### src/ivg_defines.vh
// constants, register map and field layout for the input voltage guard
//
// Functional notes
// - a sample above the over-voltage warning limit sets the catch-all and input summary bits, the over-voltage warning flag and pulls the alert line;
//   the code sets them only on a crossing, not again while samples stay above the limit.
// - a sample crossing below the under-voltage warning limit sets the catch-all and input summary bits, the under-voltage warning flag and pulls the alert line.
// - after an under-voltage fault the fault counts as gone only once input voltage rises above the under-voltage warning limit.
// - every limit holds a signed 5-bit exponent N over a signed 11-bit mantissa Y, worth Y times 2 to the N volts, 0 to 19 V.
// - at reset the under-voltage warning limit takes 1.10 times the strapped lockout level and the fault limit the strapped level itself.
// - the input limit and action registers are global to both channels, readable, writable and write protected.
// - an under-voltage fault pulls the alert line and sets a fault flag that only the clear-faults command removes.
// - action bits 7:6 equal to 10 disable the output and retry per bits 5:3; codes 00 and 01 are unused.
// - action bits 7:6 equal to 11 hold the output off while the fault persists and re-enable it once above the warning limit.
// - retry bits 000 never retry and keep the output off until the fault is cleared; 001 to 110 are unused.
// - retry bits 111 restart without end until switched off, bias is lost or another fault shuts down.
// - in continuous retry each attempt starts only after input voltage is above the under-voltage warning limit.
// - restart attempts are spaced by (bits 2:0 plus one) times 35 ms, 35 ms to 280 ms.
// - the action register resets to continuous retry with 280 ms spacing.
`ifndef IVG_DEFINES_VH
`define IVG_DEFINES_VH

// =====================================================================
// command codes of the global input registers
`define IVG_ADDR_OV_WARN      8'h57
`define IVG_ADDR_UV_WARN      8'h58
`define IVG_ADDR_UV_FAULT     8'h59
`define IVG_ADDR_UV_ACTION    8'h5a

// =====================================================================
// reset values
`define IVG_RST_OV_WARN       16'hd360
`define IVG_RST_UV_ACTION     8'hbf

// =====================================================================
// linear-11 field layout
`define IVG_L11_EXP_HI        15
`define IVG_L11_EXP_LO        11
`define IVG_L11_MAN_HI        10
`define IVG_L11_MAN_LO        0
`define IVG_FIX_FRAC          16

// =====================================================================
// action register fields and codes
`define IVG_ACT_MODE_HI       7
`define IVG_ACT_MODE_LO       6
`define IVG_ACT_RETRY_HI      5
`define IVG_ACT_RETRY_LO      3
`define IVG_ACT_DELAY_HI      2
`define IVG_ACT_DELAY_LO      0
`define IVG_MODE_RETRY        2'h2
`define IVG_MODE_HOLD         2'h3
`define IVG_RETRY_NONE        3'h0
`define IVG_RETRY_FOREVER     3'h7

// =====================================================================
// lockout scaling, 1.10 as 11 over 10
`define IVG_UVW_MUL           15'h000b
`define IVG_UVW_DIV           15'h000a
`define IVG_MAN_MAX           15'h03ff

// =====================================================================
// timing
`define IVG_CLK_HZ            25000000
`define IVG_RETRY_STEP_MS     35
`define IVG_RETRY_STEP_CYCLES ((`IVG_CLK_HZ / 1000) * `IVG_RETRY_STEP_MS)

`endif

### src/ivg_retry_timer.v
// retry spacing timer: counts whole 35 ms steps after a start pulse
`timescale 1ns/100ps

module ivg_retry_timer #(
  parameter STEP_CYCLES = 875000,
  parameter CNT_W       = 20
) (
  // clock and reset
  input  wire       ref_clk,
  input  wire       rst,
  // control
  input  wire       start,
  input  wire [2:0] delay_code,
  // status
  output reg        done_r
);

  reg [CNT_W-1:0] div_r;
  reg [3:0]       steps_r;
  reg             busy_r;
  wire            step_en;

  // =====================================================================
  // step divider, restarted with every start so the first step is whole
  assign step_en = busy_r && (div_r == (STEP_CYCLES[CNT_W-1:0] - 1'b1));

  always @(posedge ref_clk or posedge rst) begin
    if (rst) begin
      div_r <= {CNT_W{1'b0}};
    end else if (start || step_en) begin
      div_r <= {CNT_W{1'b0}};
    end else if (busy_r) begin
      div_r <= div_r + 1'b1;
    end
  end

  // =====================================================================
  // step counter, (code + 1) steps before done
  always @(posedge ref_clk or posedge rst) begin
    if (rst) begin
      steps_r <= 4'h0;
      busy_r  <= 1'b0;
      done_r  <= 1'b0;
    end else if (start) begin
      steps_r <= {1'b0, delay_code} + 4'h1;
      busy_r  <= 1'b1;
      done_r  <= 1'b0;
    end else if (step_en) begin
      steps_r <= steps_r - 4'h1;
      if (steps_r == 4'h1) begin
        busy_r <= 1'b0;
        done_r <= 1'b1;
      end
    end
  end

endmodule // ivg_retry_timer

### src/ivg_input_voltage_guard.v
// input voltage supervision: limits, status flags, alert and under-voltage response
`timescale 1ns/100ps
`include "ivg_defines.vh"

module ivg_input_voltage_guard #(
  parameter RETRY_STEP_CYCLES = `IVG_RETRY_STEP_CYCLES,
  parameter TMR_W             = 20
) (
  // clock and reset
  input  wire        ref_clk,
  input  wire        rst,
  // strapped lockout level, linear-11, caught after reset release
  input  wire [15:0] strapped_lockout_level,
  // input voltage measurement, linear-11
  input  wire [15:0] vin_sample,
  input  wire        vin_sample_valid,
  // global command register access
  input  wire [7:0]  reg_addr,
  input  wire        reg_wr_en,
  input  wire [15:0] reg_wr_data,
  input  wire        reg_rd_en,
  input  wire        write_protect,
  input  wire        clear_faults,
  output reg  [15:0] reg_rd_data_r,
  output reg         reg_rd_valid_r,
  output reg         reg_ack_r,
  // output control
  input  wire        run_request,
  output reg         output_enable_r,
  // status bits
  output reg         catch_all_summary_bit_r,
  output reg         input_summary_bit_r,
  output reg         input_overvoltage_warning_flag_r,
  output reg         input_undervoltage_warning_flag_r,
  output reg         input_undervoltage_fault_flag_r,
  // open-drain alert line
  output reg         alert_line_out_r,
  output reg         alert_line_oe_n_r
);

  // response states
  localparam [1:0] ST_RUN   = 2'h0;
  localparam [1:0] ST_LATCH = 2'h1;
  localparam [1:0] ST_HOLD  = 2'h2;
  localparam [1:0] ST_RETRY = 2'h3;

  // =====================================================================
  // linear-11 to signed fixed point with 16 fraction bits
  function signed [47:0] lin11_fix;
    input [15:0] v;
    reg signed [47:0] y;
    integer           sh;
    begin
      y  = {{37{v[`IVG_L11_MAN_HI]}}, v[`IVG_L11_MAN_HI:`IVG_L11_MAN_LO]};
      sh = $signed(v[`IVG_L11_EXP_HI:`IVG_L11_EXP_LO]) + `IVG_FIX_FRAC;
      if (sh >= 0) begin
        lin11_fix = y <<< sh;
      end else begin
        lin11_fix = y >>> (-sh);
      end
    end
  endfunction

  // =====================================================================
  // registers
  reg  [15:0] ov_warn_r;
  reg  [15:0] uv_warn_r;
  reg  [15:0] uv_fault_r;
  reg  [7:0]  uv_action_r;
  reg         strap_done_r;
  reg         above_ovw_r;
  reg         below_uvw_r;
  reg         below_uvf_r;
  reg         uv_fault_active_r;
  reg  [1:0]  state_r;
  reg  [1:0]  state_nxt;
  reg         timer_start_r;
  wire        timer_done;

  // =====================================================================
  // strap scaling: mantissa times 11 over 10, renormalised on overflow
  wire [14:0] strap_x11;
  wire [14:0] strap_q;
  wire [15:0] strap_uvw;
  wire [4:0]  strap_exp_up;

  assign strap_x11    = {4'h0, strapped_lockout_level[10:0]} * `IVG_UVW_MUL;
  assign strap_q      = strap_x11 / `IVG_UVW_DIV;
  assign strap_exp_up = strapped_lockout_level[15:11] + 5'h01;
  assign strap_uvw    = (strap_q > `IVG_MAN_MAX) ? {strap_exp_up, strap_q[11:1]}
                                                 : {strapped_lockout_level[15:11],
                                                    strap_q[10:0]};

  // =====================================================================
  // limit comparisons against the newest sample
  wire signed [47:0] vin_fix;
  wire               vin_gt_ovw;
  wire               vin_lt_uvw;
  wire               vin_gt_uvw;
  wire               vin_lt_uvf;

  assign vin_fix    = lin11_fix(vin_sample);
  assign vin_gt_ovw = vin_fix > lin11_fix(ov_warn_r);
  assign vin_lt_uvw = vin_fix < lin11_fix(uv_warn_r);
  assign vin_gt_uvw = vin_fix > lin11_fix(uv_warn_r);
  assign vin_lt_uvf = vin_fix < lin11_fix(uv_fault_r);

  // crossing pulses, only on a new sample
  wire set_ovw;
  wire set_uvw;
  wire set_uvf;
  wire fault_gone;

  assign set_ovw    = vin_sample_valid && vin_gt_ovw && !above_ovw_r;
  assign set_uvw    = vin_sample_valid && vin_lt_uvw && !below_uvw_r;
  assign set_uvf    = vin_sample_valid && vin_lt_uvf && !below_uvf_r;
  assign fault_gone = vin_sample_valid && vin_gt_uvw;

  // =====================================================================
  // register file; the limits are global, one copy for both channels
  wire wr_ok;
  assign wr_ok = reg_wr_en && !write_protect;

  always @(posedge ref_clk or posedge rst) begin
    if (rst) begin
      ov_warn_r    <= `IVG_RST_OV_WARN;
      uv_warn_r    <= 16'h0000;
      uv_fault_r   <= 16'h0000;
      uv_action_r  <= `IVG_RST_UV_ACTION;
      strap_done_r <= 1'b0;
    end else if (!strap_done_r) begin
      // strap pins are read one edge after release, never under reset
      uv_warn_r    <= strap_uvw;
      uv_fault_r   <= strapped_lockout_level;
      strap_done_r <= 1'b1;
    end else if (wr_ok) begin
      case (reg_addr)
        `IVG_ADDR_OV_WARN:   ov_warn_r   <= reg_wr_data;
        `IVG_ADDR_UV_WARN:   uv_warn_r   <= reg_wr_data;
        `IVG_ADDR_UV_FAULT:  uv_fault_r  <= reg_wr_data;
        `IVG_ADDR_UV_ACTION: uv_action_r <= reg_wr_data[7:0];
        default: ;
      endcase
    end
  end

  // =====================================================================
  // read port, one cycle latency, unmapped codes read zero
  always @(posedge ref_clk or posedge rst) begin
    if (rst) begin
      reg_rd_data_r  <= 16'h0000;
      reg_rd_valid_r <= 1'b0;
      reg_ack_r      <= 1'b0;
    end else begin
      reg_rd_valid_r <= reg_rd_en;
      // ack marks every unprotected write after strapping, unmapped codes included; protected writes get none
      reg_ack_r      <= wr_ok && strap_done_r;
      if (reg_rd_en) begin
        case (reg_addr)
          `IVG_ADDR_OV_WARN:   reg_rd_data_r <= ov_warn_r;
          `IVG_ADDR_UV_WARN:   reg_rd_data_r <= uv_warn_r;
          `IVG_ADDR_UV_FAULT:  reg_rd_data_r <= uv_fault_r;
          `IVG_ADDR_UV_ACTION: reg_rd_data_r <= {8'h00, uv_action_r};
          default:             reg_rd_data_r <= 16'h0000;
        endcase
      end
    end
  end

  // =====================================================================
  // level memory of each comparison, so flags fire only on a crossing
  always @(posedge ref_clk or posedge rst) begin
    if (rst) begin
      above_ovw_r       <= 1'b0;
      below_uvw_r       <= 1'b0;
      below_uvf_r       <= 1'b0;
      uv_fault_active_r <= 1'b0;
    end else if (vin_sample_valid) begin
      above_ovw_r <= vin_gt_ovw;
      below_uvw_r <= vin_lt_uvw;
      below_uvf_r <= vin_lt_uvf;
      // fault persists through the band between fault and warning limits
      if (set_uvf || vin_lt_uvf) begin
        uv_fault_active_r <= 1'b1;
      end else if (fault_gone) begin
        uv_fault_active_r <= 1'b0;
      end
    end
  end

  // =====================================================================
  // sticky status; a set in the clearing cycle wins over the clear
  wire any_set;
  assign any_set = set_ovw || set_uvw || set_uvf;

  always @(posedge ref_clk or posedge rst) begin
    if (rst) begin
      input_overvoltage_warning_flag_r  <= 1'b0;
      input_undervoltage_warning_flag_r <= 1'b0;
      input_undervoltage_fault_flag_r   <= 1'b0;
      catch_all_summary_bit_r           <= 1'b0;
      input_summary_bit_r               <= 1'b0;
    end else begin
      input_overvoltage_warning_flag_r  <= set_ovw |
        (input_overvoltage_warning_flag_r & ~clear_faults);
      input_undervoltage_warning_flag_r <= set_uvw |
        (input_undervoltage_warning_flag_r & ~clear_faults);
      input_undervoltage_fault_flag_r   <= set_uvf |
        (input_undervoltage_fault_flag_r & ~clear_faults);
      catch_all_summary_bit_r           <= any_set |
        (catch_all_summary_bit_r & ~clear_faults);
      input_summary_bit_r               <= any_set |
        (input_summary_bit_r & ~clear_faults);
    end
  end

  // =====================================================================
  // alert line: held low while any flag stands, released by clear
  always @(posedge ref_clk or posedge rst) begin
    if (rst) begin
      alert_line_out_r  <= 1'b0;
      alert_line_oe_n_r <= 1'b1;
    end else begin
      alert_line_out_r  <= 1'b0;
      alert_line_oe_n_r <= ~(any_set | (~alert_line_oe_n_r & ~clear_faults));
    end
  end

  // =====================================================================
  // under-voltage response state machine
  wire [1:0] act_mode;
  wire [2:0] act_retry;
  wire [2:0] act_delay;

  assign act_mode  = uv_action_r[`IVG_ACT_MODE_HI:`IVG_ACT_MODE_LO];
  assign act_retry = uv_action_r[`IVG_ACT_RETRY_HI:`IVG_ACT_RETRY_LO];
  assign act_delay = uv_action_r[`IVG_ACT_DELAY_HI:`IVG_ACT_DELAY_LO];

  always @* begin
    state_nxt = state_r;
    case (state_r)
      ST_RUN: begin
        // modes 00 and 01 are unused and leave the output running
        if (set_uvf && (act_mode == `IVG_MODE_HOLD)) begin
          state_nxt = ST_HOLD;
        end else if (set_uvf && (act_mode == `IVG_MODE_RETRY)) begin
          if (act_retry == `IVG_RETRY_FOREVER) begin
            state_nxt = ST_RETRY;
          end else begin
            state_nxt = ST_LATCH;
          end
        end
      end
      ST_LATCH: begin
        // unused retry codes behave as no retry
        if (clear_faults) begin
          state_nxt = ST_RUN;
        end
      end
      ST_HOLD: begin
        if (!uv_fault_active_r) begin
          state_nxt = ST_RUN;
        end
      end
      ST_RETRY: begin
        // attempt needs both the spacing elapsed and voltage back above warning
        if (timer_done && !uv_fault_active_r) begin
          state_nxt = ST_RUN;
        end
      end
      default: state_nxt = ST_RUN;
    endcase
    // switching off by enable or command ends any retry loop
    if (!run_request) begin
      state_nxt = ST_RUN;
    end
  end

  always @(posedge ref_clk or posedge rst) begin
    if (rst) begin
      state_r         <= ST_RUN;
      timer_start_r   <= 1'b0;
      output_enable_r <= 1'b0;
    end else begin
      state_r         <= state_nxt;
      // spacing counts from the shutdown that precedes each attempt
      timer_start_r   <= (state_r != ST_RETRY) && (state_nxt == ST_RETRY);
      output_enable_r <= run_request && strap_done_r && (state_nxt == ST_RUN);
    end
  end

  // =====================================================================
  // retry spacing timer
  ivg_retry_timer #(
    .STEP_CYCLES (RETRY_STEP_CYCLES),
    .CNT_W       (TMR_W)
  ) u_retry_timer (
    .ref_clk    (ref_clk),
    .rst        (rst),
    .start      (timer_start_r),
    .delay_code (act_delay),
    .done_r     (timer_done)
  );

endmodule // ivg_input_voltage_guard

### config.mk
export PLATFORM = sky130hd
export DESIGN_NAME = ivg_input_voltage_guard
export DESIGN_NICKNAME = d
export VERILOG_FILES = /design/src/ivg_retry_timer.v /design/src/ivg_input_voltage_guard.v
export VERILOG_INCLUDE_DIRS = /design/src
export SDC_FILE = /design/constraint.sdc
export NUM_CORES = 1
export LEC_CHECK = 0
export BUFFER_PORTS_ARGS = -buffer_cell sky130_fd_sc_hd__buf_2
export CORE_MARGIN = 2
export CORE_UTILIZATION = 32
export DETAILED_ROUTE_END_ITERATION = 8
export SLEW_MARGIN = 20
export SYNTH_ARGS = -nofsm -noshare
export SYNTH_HDL_FRONTEND = slang
export SYNTH_SLANG_ARGS = --single-unit
### constraint.sdc
create_clock -name ref_clk -period 7 [get_ports ref_clk]
set_clock_uncertainty 0.05 [all_clocks]
set_input_delay 1.05 -clock ref_clk [delete_from_list [all_inputs] [get_ports ref_clk]]
set_output_delay 1.05 -clock ref_clk [all_outputs]
set_load 0.02 [all_outputs]
### Yosys cells after proc, flatten, opt, wreduce, memory -nomap -nowiden

Cells that the tools add are included.

* output and inout bits: 26
* logic and storage cells: 157
* input bits: 64
* bits in registers: 115

* bitwise gates (word level): 15
* shifts and indexed selects: 8
* mux-type cells: 32
* reductions and logical operators: 37
* div/mod/pow operators: 1
* $mul: 1
* $add $sub $neg: 12
* equal/unequal tests: 17
* magnitude comparators: 9

Operators by type and width (count)
* $mux 48: 4
* $sshl 11x32->48: 4
* $sshr 11x32->48: 4
* $neg 7->32: 4
* $mux 16: 7
* $gt 48x48->1: 2
* $lt 48x48->1: 2
* $pmux 16 s4: 1
* $mux 20: 2
* $eq 8x7->1 const B: 4
* $add 5x6->7 const B: 4
* $ge 7x1->1 const B: 4
* $add 20x1->20 const B: 1
* $eq 20x20->1 const B: 1
* $logic_and 1x1->1: 16
* $div 15x4->15 const B: 1
* $gt 15x10->1 const B: 1
* $mul 11x4->15 const B: 1
* $mux 2: 7
* $eq 2x2->1 const B: 5
* $mux 1: 8
* $mux 4: 2
* $pmux 2 s4: 1
* $reduce_and 2->1: 4
* other kinds (16): 42

### Logic depth before layout (Yosys ltp)

* depth in word-level cells: 14
* mapped depth: 27
* depth with buffers taken out: 25

### Modules after synthesis

A second synthesis with hierarchy kept.

* cells, all modules: 1817
* area total of the unflattened synthesis: 14315.0 um^2

Modules (own cells, without submodules)
* ivg_input_voltage_guard: times used 1, cells an instance 1671, area each 12909.9 um^2
* ivg_retry_timer: times used 1, cells an instance 146, area each 1405.1 um^2

### Least setup slack after synthesis

Ideal clock, no wire load.

* path type: input-to-reg
* from: input strapped_lockout_level[7]
* to: register uv_warn_r[0]
* path slack: 0.644 ns
* arrival time: 6.195 ns
* path buffers: 5
* stages on the path: 26
* library setup time: 0.111 ns
* cell sequence: ha_1 > inv_1 > fa_1 > inv_1 > ha_1 > buf_2 > a21o_1 > a21oi_1 > nor3_1 > a311o_1 > or2_1 > buf_6 > mux2i_1 > a222oi_1 > buf_4 > buf_2 > nor2_2 > o311a_1 > a311o_1 > buf_6 > nand2_2 > inv_1 > a2111oi_4 > o22ai_1 > a41o_1 > a222oi_1

* longest elaborated chain between the ends: 5

Ends and longest elaborated chain
* start, declared: line ivg_input_voltage_guard.v:13 `input wire [15:0] strapped_lockout_level,`
* $mul 11x4->15 (no line) (*)
* $div 15x4->15 (no line) (*)
* $gt 15x10->1 (no line)
* $mux 16 (*): line ivg_input_voltage_guard.v:90 `` assign strap_uvw = (strap_q > `IVG_MAN_MAX) ? {strap_exp_up, strap_q[11:1]} ``
* $mux 16 (*): line ivg_input_voltage_guard.v:131 `end else if (!strap_done_r) begin`
* end signal, assigned: line ivg_input_voltage_guard.v:133 `uv_warn_r <= strap_uvw;`
* end signal, assigned: line ivg_input_voltage_guard.v:139 `` `IVG_ADDR_UV_WARN: uv_warn_r <= reg_wr_data; ``
* end, declared: line ivg_input_voltage_guard.v:67 `reg [15:0] uv_warn_r;`

Every way passes the cells marked *; elsewhere a longest branch is shown, timed or not.
A chain may end at the register's enable or synchronous reset.

### Final worst setup path

* from: input strapped_lockout_level[4]
* to: register uv_warn_r[1]

The elaborated chain is that of the path after synthesis.

==> results.md <==
- Die Footprint: 0.04831 sq mm
- I/O pin cnt: 90
- Core Util, Final: 35.82%
- Cells after Synth: 1,922
- CTS Buffer Depth: 2
- Fmax: 149.1 MHz
- Slew headroom: 20.00%
- Switching pwr: 2.544 mW
- Fin area: 0.01657 sq mm
- Max FO, Critical Path: 17
- Status: finished, final reports clean
- Cell Count, Final, Fillers Out: 2,576
- First-pass GRT wire length: 78.17 mm
- Post-Place Worst Slack: -0.1503 ns
- Drt pass-1 iters: 8
- Global route overflow: 0
- Logic pwr share: 68.2%
- Core area: 0.04626 sq mm
- Initial core utilization: 32.21%
- Avg Cell Area, Syn: 7.753 sq um
- Final wirelength: 50.39 mm
- FF-to-FF Start: ov_warn_r[12]
- Largest area contributor in the netlist: dfrtp_1
- Drt wl/cell: 19.56 um
- CTS Buf Count: 17
- Antenna Nets Post-Route: 0
- Ys Warns: 0
- Hold depth: 1
- R2r endpoint: catch_all_summary_bit_r
- Min-delay src: input_undervoltage_warning_flag_r
- Slew @ Worst Pin: 1.187 ns
- RSZ-0062 raised after global routing: false
- Clk pwr share: 15.9%
- Final setup vio count: 0
- Most common cell in the netlist: nand2_1
- Final Max Tran Viols: 0
- Vias in the first global route: 13,830
- Tmin final: 6.708 ns
- CP startpoint kind: input pin
- Final worst setup slack: 0.2918 ns
- Initial drt markers: 1,278
- Share of layout cells above drive strength 1: 14.43%
- Reg2reg path depth: 21
- Commonest cells in the synthesized netlist: 194 x nand2_1, 182 x nor2_1, 161 x a21oi_1
- CTS Hold Buffers Added: 0
- Static Leak: 7.301 nW
- Number of synthesized flops with an enable pin: 0
- Hold crit path type: flop to flop
- Final Hold Vio Count: 0
- Register bit total from synthesis: 115
- Worst setup path startpoint: strapped_lockout_level[4]
- Mapped Area: 0.01490 sq mm
- GPL Wtd Cong: 0.9566
- Post-CTS setup buffer count: 0
- Final TNS setup: 0 ns
- Worst-Skew Late Latency: 0.41 ns
- Worst vdd ir: 0.2737 mV
- Cells after DPL: 2,543
- Synth Flop Type: dfrtp_1
- Crit end category: flop
- Sequential power share: 15.9%
- Area Growth Syn to Fin: 11.19%
- Fin Hold WS: 0.4292 ns
- Initial antenna violation count: 5
- R2R Setup Slk: 1.26 ns
- Critical Setup Path Class: input pin to flop
- Hold endpoint: input_undervoltage_warning_flag_r
- Fin nets: 2,185
- Power Total: 5.302 mW
- Area contributors post-synth: dfrtp_1 17%, ha_1 13%, mux2i_1 6.9%
- CTS clock-pin slew for the worst setup and hold paths: 0.05 ns
- Post-synth cell types: 108
- H-tree levels: 4
- Pin count of the biggest net entering global routing: 73
- Die Wd: 219.8 um
- Overall global routing resource usage: 20.59%
- Sequential share of the synthesized area: 19.44%
- Arr. time, crit path: 7.00 ns
- CP required: 7.30 ns
- Vias: 14,840
- Root Buffer: clkbuf_16
- Max-cap check violation count: 0
- P per Cell Area: 320.0 mW/mm^2
- P_int: 2.758 mW
- Crit share post-route: 95.83%
- Async set-reset flop share out of synthesis: 100.0%
- Count of input and output buffers: 88
- Post-DR vias/cell: 5.759
- # DRC: 0
- Post-DP Area: 0.01598 sq mm
- Die Y: 219.8 um
- Clock sinks: 115
- Cell Rows: 79
- Proportion of netlist area held by the largest area contributor: 16.79%
- TritonCTS clock tree: yes
- Sw Ratio: 47.99%
- Dpl hpwl: 39.73 mm
- Syn nets: 2,152
kinds of logic after synthesis:
logic type	after synthesis	synth area share [%]
and+or+nand+nor	642	20.95
AOI/OAI and AO/OA	617	27.32
buffers and inverters	198	5.626
adders and majority gates	166	14.34
muxes	145	10.09
DFF	115	19.44
xor gates and xnor gates	37	2.175
other	2	0.05040
cell type report:
type                       instances  area, sq um
clock inverter                     7        72.57
tap                              607        759.5
fill                            4851        29690
antenna                            1        2.502
clock buffer                      25        505.5
timing repair buffer             143        890.9
sequential                       115         2898
multi-input combinational       1609        11180
inverter                          69        261.5
placed cells by master (no fill, tap or decap), types with 9 or more instances in the layout:
master and count:
a211oi_1 9, a21o_1 39, a21oi_1 161, a221o_1 10
a221oi_1 16, a22o_1 10, a22oi_1 31, a31oi_1 14
and2_1 16, and3_1 14, buf_2 88, buf_4 52
clkbuf_16 17, dfrtp_1 99, dfstp_2 15, ha_1 158
inv_1 65, mux2_2 42, mux2i_1 103, nand2_1 194
nand2b_1 36, nand3_1 23, nand4_1 34, nor2_1 182
nor2b_1 33, nor3_1 34, o211ai_1 21, o21a_1 15
o21ai_0 158, o22ai_1 31, or2_2 10, or3_1 12
xnor2_1 15, xor2_1 22
what timing repair did:
action                                  4_1_cts  5_1_grt
gates resized for setup                       0        3
endpoints found under the setup margin        0        1
hold endpoints to repair                      0        0
power groups by stage:
stage / Clock (mW) / Sequential [mW] / Combinational [mW]
global placement: 0 / 0.848 / 3.51
global route: 0.888 / 0.851 / 3.97
CTS: 0.854 / 0.839 / 3.55
detailed placement: 0 / 0.851 / 3.54
floorplan: 0 / 0.788 / 2.70
finish: 0.841 / 0.843 / 3.62
routing by layer:
metal / global-route usage, % / wire length [um]
met3: 2.899 / 3345
met5: 0 / 44
met1: 27.71 / 22200
met4: 8.300 / 2002
met2: 33.10 / 22800
how the worst max path moves through the flow:
stage                   end  slack [ns]
2_1_floorplan  uv_warn_r[0]        0.64
3_3_place_gp   uv_warn_r[0]       -0.12
3_5_place_dp   uv_warn_r[0]       -0.15
4_1_cts        uv_warn_r[0]        0.26
5_1_grt        uv_warn_r[0]        0.07
6_report       uv_warn_r[1]        0.29
critical path: stages:
cell,delay (ns)
buf_2,0.14
ha_1,0.27
inv_1,0.05
fa_1,0.51
inv_1,0.04
ha_1,0.38
o211ai_2,0.16
o211ai_1,0.31
nand2_1,0.12
a311o_1,0.42
or2_1,0.36
mux2i_1,0.16
a222oi_1,0.39
buf_4,0.30
o32ai_1,0.12
a2bb2oi_2,0.18
o2111ai_1,0.15
o21a_1,0.25
or3_1,0.50
a31oi_1,0.20
o22ai_1,0.10
or4_4,0.46
a211oi_2,0.24
a221o_1,0.13
flip-flops by register name, summed over array words and instances, names as in the netlist, 2 cells and up:
name and count:
uv_action_r 8, u_retry_timer.steps_r 4, ov_warn_r 16, state_r 2, reg_rd_data_r 16, u_retry_timer.div_r 20, uv_warn_r 16, uv_fault_r 16
Note: power is estimated with default switching activity, not from simulation.
